===== config.mk =====
export PLATFORM = sky130hd
export DESIGN_NAME = sdc_core
export DESIGN_NICKNAME = d
export VERILOG_FILES = /design/src/rtl/sdc_pkg.sv /design/src/rtl/sdc_core.sv
export SDC_FILE = /design/constraint.sdc
export NUM_CORES = 2
export LEC_CHECK = 0
export BUFFER_PORTS_ARGS = -buffer_cell sky130_fd_sc_hd__buf_2
export CORE_MARGIN = 5
export CORE_UTILIZATION = 65
export DETAILED_ROUTE_END_ITERATION = 8
export GPL_TIMING_DRIVEN = 1
export PLACE_DENSITY_LB_ADDON = 0.1
export SKIP_CTS_REPAIR_TIMING = 1
export SLEW_MARGIN = 20
export SYNTH_ARGS = -nofsm -noshare
export SYNTH_HDL_FRONTEND = slang
export SYNTH_SLANG_ARGS = --single-unit
export TNS_END_PERCENT = 30

===== constraint.sdc =====
create_clock -name clk -period 38.2 [get_ports clk]
set_clock_uncertainty 0.2 [all_clocks]
set_input_delay 1.91 -clock clk [delete_from_list [all_inputs] [get_ports clk]]
set_output_delay 1.91 -clock clk [all_outputs]
set_load 0.1 [all_outputs]

===== src/rtl/sdc_pkg.sv =====
// Purpose: constants and types of the stepper drive control core
// Assumes: 50 MHz system clock, all logic in one clock domain
// Notes: flags are active low, as on the status word
// Functional notes
// shared pin is busy when sync off
// busy pin low while motion command runs
// busy pin released when command completes
// status bit mirrors busy pin level
// sync mode outputs selected step clock
// alarm pin low on any unmasked condition
// mask only gates alarm pin
// phase amplitude is supply times factor
// starting factor chosen by motion phase
// amplitude formula with compensations and microstep
// two PWM modulators at fosc/(512N)*m
// stall flags low until status read
// low speed optimise zeroes profile minimum
// back-EMF curve has two slopes
// accel curve running, none when stopped
// supply compensation optional, sample per period
// thermal factor multiplies duty value
// byte slave, output off when deselected
// input sampled on rising clock, msb first
// output changed on falling clock, msb first
// zero byte when nothing to return
// deselect after byte, then decode and load
// flag released after condition end and read
// daisy chain passes previous byte through
`default_nettype none
package sdc_pkg;
  localparam int unsigned CLK_HZ = 50_000_000;
  localparam int unsigned PWM_STEPS = 512;
  localparam int unsigned PWM_CNT_W = 9;
  localparam logic [3:0] PWM_M_OFS = 4'h5;
  localparam logic [3:0] PWM_M_DEN = 4'h8;
  localparam logic [15:0] VS_NUM = 16'h0200;
  localparam logic [7:0] VS_ONE = 8'h20;
  localparam logic [5:0] KT_ONE = 6'h20;
  localparam int unsigned Q5_SHIFT = 5;
  localparam int unsigned BEMF_SHIFT = 12;
  localparam int unsigned NFLG = 10;
  localparam int unsigned FLG_PWRUP = 0;
  localparam int unsigned FLG_STALL_A = 1;
  localparam int unsigned FLG_STALL_B = 2;
  localparam int unsigned FLG_OCD = 3;
  localparam int unsigned FLG_TH_WRN = 4;
  localparam int unsigned FLG_TH_SD = 5;
  localparam int unsigned FLG_UVLO = 6;
  localparam int unsigned FLG_SW_EVN = 7;
  localparam int unsigned FLG_WRONG = 8;
  localparam int unsigned FLG_NOTPERF = 9;
  localparam logic [9:0] FLG_RST = 10'h3BE;
  localparam logic [7:0] STATUS_READ_OPCODE = 8'hD0;
  localparam logic [7:0] ZERO_BYTE = 8'h00;
  localparam int unsigned TX_FIFO_DEPTH = 8;
  localparam int unsigned TX_FIFO_WIDTH = 8;
  typedef enum logic [1:0] {
    PH_HOLD,
    PH_ACC,
    PH_DEC,
    PH_RUN
  } sdc_phase_t;
endpackage : sdc_pkg
`default_nettype wire


===== src/rtl/sdc_core.sv =====
// Purpose: stepper drive control core and its return byte buffer
// Assumes: serial pins asynchronous, sampled by clk (sck up to clk/8)
// Notes: open-drain pins given as output level plus output enable
`default_nettype none
module sdc_fifo #(
  parameter int W = 8,
  parameter int D = 8
) (
  input  wire logic         clk,
  input  wire logic         rstn,
  input  wire logic         ce,
  input  wire logic [W-1:0] in_data,
  input  wire logic         in_valid,
  output logic              in_ready,
  output logic [W-1:0]      out_data,
  output logic              out_valid,
  input  wire logic         out_ready
);
  localparam int AW = $clog2(D);
  typedef struct packed {
    logic [D-1:0][W-1:0] mem;
    logic [AW-1:0]       wp;
    logic [AW-1:0]       rp;
    logic [AW:0]         cnt;
  } sdc_fifo_st_t;
  sdc_fifo_st_t r, nx;
  logic push;
  logic pop;

  assign in_ready  = (r.cnt != (AW+1)'(D));
  assign out_valid = (r.cnt != '0);
  assign out_data  = r.mem[r.rp];

  always_comb begin
    nx   = r;
    push = in_valid && in_ready;
    pop  = out_valid && out_ready;
    if (push) begin
      nx.mem[r.wp] = in_data;
      nx.wp        = (r.wp == AW'(D-1)) ? '0 : r.wp + 1'b1;
    end
    if (pop) begin
      nx.rp = (r.rp == AW'(D-1)) ? '0 : r.rp + 1'b1;
    end
    nx.cnt = r.cnt + (AW+1)'(push) - (AW+1)'(pop);
  end

  always_ff @(posedge clk or negedge rstn) begin
    if (!rstn) begin
      r <= '0;
    end else if (ce) begin
      r <= nx;
    end
  end
endmodule : sdc_fifo

////////////////////////////////////////////////////////////////////////
module sdc_core (
  input  wire logic               clk,
  input  wire logic               rstn,
  input  wire logic               ce,
  // serial slave pins
  input  wire logic               cs_n_pin,
  input  wire logic               sck_pin,
  input  wire logic               sdi_pin,
  output logic                    sdo_out,
  output logic                    sdo_oe,
  // received bytes and return bytes
  output logic [7:0]              rx_byte,
  output logic                    rx_strobe,
  output logic                    status_read_command,
  input  wire logic [7:0]         tx_data,
  input  wire logic               tx_valid,
  output logic                    tx_ready,
  // busy / sync open-drain pin
  input  wire logic               sync_en,
  input  wire logic [2:0]         sync_sel,
  input  wire logic [2:0]         step_sel,
  input  wire logic               step_tick,
  input  wire logic               cmd_running,
  output logic                    busy_sync_out,
  output logic                    busy_sync_oe,
  output logic                    status_busy,
  // alarms
  input  wire logic [9:0]         alarm_cond,
  input  wire logic [9:0]         alarm_en,
  output logic [9:0]              status_flags_n,
  output logic                    stall_a_n,
  output logic                    stall_b_n,
  output logic                    flag_out,
  output logic                    flag_oe,
  // amplitude
  input  wire sdc_pkg::sdc_phase_t motion_phase,
  input  wire logic [7:0]         amplitude_accel_start,
  input  wire logic [7:0]         amplitude_decel_start,
  input  wire logic [7:0]         amplitude_run_start,
  input  wire logic [7:0]         amplitude_hold_start,
  input  wire logic [13:0]        speed,
  input  wire logic [13:0]        int_speed,
  input  wire logic [7:0]         start_slope,
  input  wire logic [7:0]         final_slope_accel,
  input  wire logic [7:0]         final_slope_decel,
  input  wire logic [3:0]         winding_thermal_factor,
  input  wire logic               supply_comp_enable,
  input  wire logic [4:0]         converter_input_pin,
  input  wire logic [7:0]         microstep_a,
  input  wire logic [7:0]         microstep_b,
  output logic [4:0]              adc_out,
  output logic [7:0]              supply_voltage_factor,
  output logic [7:0]              backemf_curve_value,
  output logic [7:0]              duty_a,
  output logic [7:0]              duty_b,
  // pwm
  input  wire logic [2:0]         pwm_divider,
  input  wire logic [2:0]         pwm_multiplier,
  output logic                    pwm_a,
  output logic                    pwm_b,
  output logic                    pwm_period_strobe,
  // low speed optimisation
  input  wire logic               low_speed_optimise_bit,
  input  wire logic [11:0]        min_speed,
  output logic [11:0]             profile_min_speed,
  output logic                    low_speed_active
);
  import sdc_pkg::*;

  typedef struct packed {
    logic [1:0]  cs_s;
    logic [1:0]  sck_s;
    logic [1:0]  sdi_s;
    logic        cs_d;
    logic        sck_d;
    logic [7:0]  sh;
    logic [2:0]  bitcnt;
    logic        sdo;
    logic        sdo_oe;
    logic [7:0]  rx;
    logic        rx_stb;
    logic        rx_full;
    logic        st_rd;
    logic [9:0]  flg_n;
    logic        flag_oe;
    logic        busy_oe;
    logic        busy_st;
    logic [7:0]  step_cnt;
    logic [8:0]  pwm_cnt;
    logic [7:0]  pacc;
    logic        per_stb;
    logic [4:0]  adc;
    logic [7:0]  vsf;
    logic [7:0]  bemf;
    logic [7:0]  duty_a;
    logic [7:0]  duty_b;
    logic        pwm_a;
    logic        pwm_b;
    logic        lspd_act;
    logic [11:0] prof_min;
  } sdc_st_t;

  sdc_st_t r, nx;
  logic [7:0] fifo_data;
  logic       fifo_valid;
  logic       fifo_pop;

  // saturate a wide value to one byte
  function automatic logic [7:0] sat8(input logic [23:0] v);
    sat8 = (v > 24'h0000FF) ? 8'hFF : v[7:0];
  endfunction : sat8

  // weight the amplitude by a microstep fraction of peak
  function automatic logic [7:0] ustep_scale(input logic [7:0] amp, input logic [7:0] us);
    logic [15:0] p;
    p = amp * us;
    ustep_scale = p[15:8];
  endfunction : ustep_scale

  sdc_fifo #(
    .W (TX_FIFO_WIDTH),
    .D (TX_FIFO_DEPTH)
  ) u_tx_fifo (
    .clk       (clk),
    .rstn      (rstn),
    .ce        (ce),
    .in_data   (tx_data),
    .in_valid  (tx_valid),
    .in_ready  (tx_ready),
    .out_data  (fifo_data),
    .out_valid (fifo_valid),
    .out_ready (fifo_pop)
  );

  // return byte is taken only at the end of a frame
  assign fifo_pop = r.cs_s[1] && !r.cs_d;

  always_comb begin
    logic        sck_rise;
    logic        sck_fall;
    logic        cs_fall;
    logic [7:0]  kstart;
    logic [7:0]  fslope;
    logic [23:0] bcurve;
    logic [8:0]  ksum;
    logic [15:0] vprod;
    logic [13:0] tprod;
    logic [7:0]  kvs;
    logic [7:0]  kth;
    logic [2:0]  sexp;
    logic [7:0]  mstep;
    logic [6:0]  thr;
    logic [8:0]  nacc;
    logic [1:0]  inc;
    logic [9:0]  ncnt;
    sck_rise = 1'b0;
    sck_fall = 1'b0;
    cs_fall  = 1'b0;
    kstart   = '0;
    fslope   = '0;
    bcurve   = '0;
    ksum     = '0;
    vprod    = '0;
    tprod    = '0;
    kvs      = '0;
    kth      = '0;
    sexp     = '0;
    mstep    = '0;
    thr      = '0;
    nacc     = '0;
    inc      = '0;
    ncnt     = '0;
    nx       = r;

    ////////////////////////////////////////////////////////////////////
    // serial slave
    nx.cs_s   = {r.cs_s[0], cs_n_pin};
    nx.sck_s  = {r.sck_s[0], sck_pin};
    nx.sdi_s  = {r.sdi_s[0], sdi_pin};
    nx.cs_d   = r.cs_s[1];
    nx.sck_d  = r.sck_s[1];
    nx.rx_stb = 1'b0;
    nx.st_rd  = 1'b0;
    sck_rise  = r.sck_s[1] && !r.sck_d && !r.cs_s[1];
    sck_fall  = !r.sck_s[1] && r.sck_d && !r.cs_s[1];
    cs_fall   = !r.cs_s[1] && r.cs_d;
    nx.sdo_oe = !r.cs_s[1];
    if (cs_fall) begin
      nx.bitcnt  = '0;
      nx.rx_full = 1'b0;
      nx.sdo     = r.sh[7];
    end
    if (sck_rise) begin
      // bits walk through, so chained devices pass the previous byte on
      nx.sh     = {r.sh[6:0], r.sdi_s[1]};
      nx.bitcnt = r.bitcnt + 3'h1;
      if (r.bitcnt == 3'h7) begin
        nx.rx      = {r.sh[6:0], r.sdi_s[1]};
        nx.rx_stb  = 1'b1;
        nx.rx_full = 1'b1;
      end
    end
    if (sck_fall) begin
      nx.sdo = r.sh[7];
    end
    if (fifo_pop) begin
      // decode during deselect, then load the return value
      nx.st_rd = r.rx_full && (r.rx == STATUS_READ_OPCODE);
      nx.sh    = fifo_valid ? fifo_data : ZERO_BYTE;
    end

    ////////////////////////////////////////////////////////////////////
    // alarm flags: a new event wins over a status read
    for (int i = 0; i < NFLG; i++) begin
      if (alarm_cond[i]) begin
        nx.flg_n[i] = 1'b0;
      end else if (r.st_rd) begin
        nx.flg_n[i] = 1'b1;
      end
    end
    nx.flag_oe = |(~nx.flg_n & alarm_en);

    ////////////////////////////////////////////////////////////////////
    // busy / sync pin
    if (step_tick) begin
      nx.step_cnt = r.step_cnt + 8'h01;
    end
    sexp = (step_sel > sync_sel) ? step_sel - sync_sel : 3'h0;
    if (sync_en) begin
      nx.busy_oe = !r.step_cnt[sexp];
    end else begin
      nx.busy_oe = cmd_running;
    end
    nx.busy_st = !nx.busy_oe;

    ////////////////////////////////////////////////////////////////////
    // pwm timebase: counter advances m/N per clock, 512 counts a period
    thr  = 7'(PWM_M_DEN) * 7'({1'b0, pwm_divider} + 4'h1);
    nacc = {1'b0, r.pacc} + 9'({1'b0, pwm_multiplier} + PWM_M_OFS);
    if (nacc >= {thr, 1'b0}) begin
      inc  = 2'h2;
      nacc = nacc - 9'({thr, 1'b0});
    end else if (nacc >= 9'(thr)) begin
      inc  = 2'h1;
      nacc = nacc - 9'(thr);
    end
    nx.pacc    = nacc[7:0];
    ncnt       = {1'b0, r.pwm_cnt} + 10'(inc);
    nx.pwm_cnt = ncnt[8:0];
    nx.per_stb = ncnt[9];
    if (r.per_stb) begin
      // converter sampled once per period, compensation or not
      nx.adc = converter_input_pin;
      if (supply_comp_enable) begin
        nx.vsf = (converter_input_pin == 5'h00) ? 8'hFF
               : sat8(24'(VS_NUM / 16'(converter_input_pin)));
      end else begin
        nx.vsf = VS_ONE;
      end
    end

    ////////////////////////////////////////////////////////////////////
    // amplitude
    unique case (motion_phase)
      PH_ACC:  kstart = amplitude_accel_start;
      PH_DEC:  kstart = amplitude_decel_start;
      PH_RUN:  kstart = amplitude_run_start;
      PH_HOLD: kstart = amplitude_hold_start;
    endcase
    fslope = (motion_phase == PH_DEC) ? final_slope_decel : final_slope_accel;
    if (speed < int_speed) begin
      bcurve = 24'(speed * start_slope);
    end else begin
      bcurve = 24'(int_speed * start_slope) + 24'((speed - int_speed) * fslope);
    end
    nx.bemf = (motion_phase == PH_HOLD) ? 8'h00 : sat8(bcurve >> BEMF_SHIFT);
    ksum    = {1'b0, kstart} + {1'b0, r.bemf};
    vprod   = sat8(24'(ksum)) * r.vsf;
    kvs     = sat8(24'(vprod >> Q5_SHIFT));
    tprod   = kvs * (KT_ONE + 6'(winding_thermal_factor));
    kth     = sat8(24'(tprod >> Q5_SHIFT));
    mstep   = kth;
    nx.duty_a = ustep_scale(mstep, microstep_a);
    nx.duty_b = ustep_scale(mstep, microstep_b);
    nx.pwm_a  = r.pwm_cnt[8:1] < r.duty_a;
    nx.pwm_b  = r.pwm_cnt[8:1] < r.duty_b;

    ////////////////////////////////////////////////////////////////////
    // low speed optimisation
    nx.lspd_act = low_speed_optimise_bit && (speed <= 14'(min_speed));
    nx.prof_min = low_speed_optimise_bit ? 12'h000 : min_speed;
  end

  always_ff @(posedge clk or negedge rstn) begin
    if (!rstn) begin
      r         <= '0;
      r.cs_s    <= 2'h3;
      r.cs_d    <= 1'b1;
      r.flg_n   <= FLG_RST;
      r.flag_oe <= 1'b1;
      r.busy_st <= 1'b1;
      r.vsf     <= VS_ONE;
    end else if (ce) begin
      r <= nx;
    end
  end

  ////////////////////////////////////////////////////////////////////////
  // outputs
  assign sdo_out               = r.sdo;
  assign sdo_oe                = r.sdo_oe;
  assign rx_byte               = r.rx;
  assign rx_strobe             = r.rx_stb;
  assign status_read_command   = r.st_rd;
  assign busy_sync_out         = 1'b0;
  assign busy_sync_oe          = r.busy_oe;
  assign status_busy           = r.busy_st;
  assign status_flags_n        = r.flg_n;
  assign stall_a_n             = r.flg_n[FLG_STALL_A];
  assign stall_b_n             = r.flg_n[FLG_STALL_B];
  assign flag_out              = 1'b0;
  assign flag_oe               = r.flag_oe;
  assign adc_out               = r.adc;
  assign supply_voltage_factor = r.vsf;
  assign backemf_curve_value   = r.bemf;
  assign duty_a                = r.duty_a;
  assign duty_b                = r.duty_b;
  assign pwm_a                 = r.pwm_a;
  assign pwm_b                 = r.pwm_b;
  assign pwm_period_strobe     = r.per_stb;
  assign profile_min_speed     = r.prof_min;
  assign low_speed_active      = r.lspd_act;
endmodule : sdc_core
`default_nettype wire


==> results.yml <==
clock_network:
  cts_max_level: 4
  cts_tree: "built"
  cts_buffers: 17
  clk_transition_reported_paths_ns: 0.10
  clock_latency_ns: 0.47
  cts.sink_count: 197
  cts_root_buf: "clkbuf_16"
  cts_buffer_depth: 2
routing:
  viasPerCell: 6.02
  wl_per_cell_um: 18.4
  wirelength_um: 109000
  ant_nets: 0
  num_vias: 35560
  drtIter0Drc: 2510
  dr.pass1.iters: 5
  drcViolationCount: 0
yosys:
  seq_area_frac_synth: 0.122
  synth_edf_count: 0
  avgSynthCellArea_sq_um: 8.49
  synth_top_area_share: 0.199
  synth_ff_type: "dfrtp_1"
  synthArstFlopShare: 1.00
  synthTopCellsByArea: "fa_1 (20%), ha_1 (13%), dfrtp_1 (11%)"
  syn_inst: 4763
  synth_cell_types: 135
  synth_area_leader_cell: "fa_1"
  synth_area_sq_um: 40400
  ys_warn_count: 0
  ys_ff_latch: 197
critical_path:
  crit_family: "simple AND/OR/NAND/NOR gates"
  endpoint_kind: "flip-flop"
  slowest_stage: "or4_1"
  slowest_delay_ns: 0.56
  crit_buf_inv: 17
  path_common_cell: "ha_4"
  path_class: "in -> reg"
  path_max_fanout: 8
  worstPathArrival_ns: 37.99
  start_kind: "primary input"
  cp.required_ns: 38.37
sta:
  slew_headroom: 0.254
  holdWs_ns: 0.293
  hold_viol_final: 0
  period_share: 0.990
  setup_viol_count_final: 0
  drv_slew: 0
  min_period_ns: 37.83
  fmax_mhz: 26.4
  rsz0062_at_grt: "yes"
  worst_slew_pin_slew_ns: 1.12
global_route:
  antenna_found_initial: 9
  track_usage: 0.315
  grt_max_degree: 76
  grt_first_pass_wirelength_um: 176000
  grt_pass1_vias: 35316
  grt.overflow.total: 0
finish:
  fill_cells: 4823
  nets: 6042
  area.growth.synth_to_final_pct: 11.3
  fin_cells: 5903
  drive_gt1_frac: 0.184
floorplan:
  pin_count: 258
  die_h_um: 259
  dieArea_sq_um: 67300
  core_sq_um: 61600
  row_count: 91
  start_util: 0.656
  die_w_um: 259
place:
  io_buffers: 255
  dp_cells: 5781
  globalplace.congestion: 0.977
  place.detailed.hpwl_um: 84400
flow_run:
  drv_cap: 0
worst_hold_path:
  hp-class: "reg -> reg"
outcome:
  status: "finished, final reports clean"
==> metrics by stage <==
| step | setup TNS (ns) | area (sq um) | utilization | worst slack [ns] |
|---|---|---|---|---|
| floorplan | -1.10 | 41100 | - | -1.10 |
| global placement | -0.122 | 43300 | 0.702 | -0.122 |
| detailed placement | -1.22 | 43300 | 0.703 | -1.22 |
| CTS | -0.872 | 43900 | 0.713 | -0.872 |
| global route | -1.70 | 45000 | 0.730 | -1.70 |
| finish | 0 | 45000 | 0.730 | 0.372 |
==> worst paths after layout <==
kind | from | endpoint | slack (ns) | cells after the start
setup reg to reg | backemf_curve_value[0] | duty_b[7] | 20.24 | 78
setup / recovery | converter_input_pin[1] | supply_voltage_factor[0] | 0.37 | 204
min in group asynchronous | rstn | profile_min_speed[4] | 1.27 | 1
hold reg to reg | sdo_oe | sdo_oe | 0.29 | 1
hold / removal | sdo_oe | sdo_oe | 0.29 | 1
max in group asynchronous | rstn | u_tx_fifo.r[4] | 34.39 | 3
==> layout make-up <==
| cell class | instances | area, sq um | area share |
|---|---|---|---|
| Timing Repair Buffer | 484 | 3030 | 0.0674 |
| Clock buffer | 17 | 425 | 0.00946 |
| Tap cell | 837 | 1050 | 0.0233 |
| Clock inverter | 15 | 224 | 0.00498 |
| Sequential cell | 197 | 4950 | 0.110 |
| Multi-Input combinational cell | 3734 | 33000 | 0.733 |
| Antenna cell | 1 | 2.50 | 0.0000556 |
| Inverter | 618 | 2330 | 0.0518 |
==> worst register-to-register path: cells and delay by family, from the launching register on <==
kind	cells	cell delay, ns
compound gates	29	6.32
fa+ha+maj	16	5.99
simple gates	20	2.88
xor+xnor	2	0.95
mux	1	0.59
buf+inv	10	0.47
flops	1	0.37
==> layout by cell type (no fill, tap or decap), types with 66 or more instances in the layout <==
cell type	n
nor2_1	308
mux2_2	114
xor2_1	69
nand2_1	474
buf_2	253
a21o_1	86
buf_4	223
nand2b_1	66
a21oi_1	179
o21ai_0	162
ha_1	389
dfrtp_1	182
nor3_1	95
xnor2_1	137
fa_1	402
nor2b_1	102
and2_1	171
inv_1	606
==> sequential cells by signal, indices dropped and copies added (netlist names), 5 cells and up <==
signal                 count
duty_a                     8
profile_min_speed         12
adc_out                    5
nx                         5
r                         40
status_flags_n            10
backemf_curve_value        8
rx_byte                    8
duty_b                     8
u_tx_fifo.r               74
supply_voltage_factor      8
==> kinds of logic (layout without fill, tap and decap cells) <==
kind of cell	Yosys count	after routing	share of synthesized area
buffers and inverters	833	1134	0.0853
adder cells (fa/ha/maj)	816	816	0.327
flip-flops	197	197	0.122
other	1	3	0.0000928
XOR/XNOR	211	211	0.0463
AO/OA/AOI/OAI	914	914	0.155
multiplexers	197	197	0.0610
AND/OR/NAND/NOR	1594	1594	0.202
==> routing by layer <==
metal	GRT usage	vias to the layer above	routed length (um)
li1	-	16699	-
met1	0.412	17316	44900
met2	0.538	1259	52500
met3	0.0522	274	7570
met4	0.0986	12	3680
met5	0	-	79
==> Yosys cell counts, drive strengths merged, types with 18 or more instances <==
library cell / n
a31oi: 32
xor2: 72
o22ai: 18
or3: 30
nand4: 43
and2: 176
nor2: 324
a21boi: 19
nor3: 105
o211ai: 33
fa: 402
a211oi: 23
ha: 413
mux4: 26
o21ai: 220
o21a: 49
dfrtp: 183
a21o: 87
o31ai: 37
inv: 617
xnor2: 139
and3: 43
nand2: 486
a21oi: 207
nor2b: 103
mux2: 129
mux2i: 42
buf: 111
nor4: 42
clkbuf: 104
or2: 25
nand2b: 69
o21bai: 31
nand3: 74
Power is not shown: default switching activity piles up to over one toggle a cycle in this logic, so the estimate is an artifact.
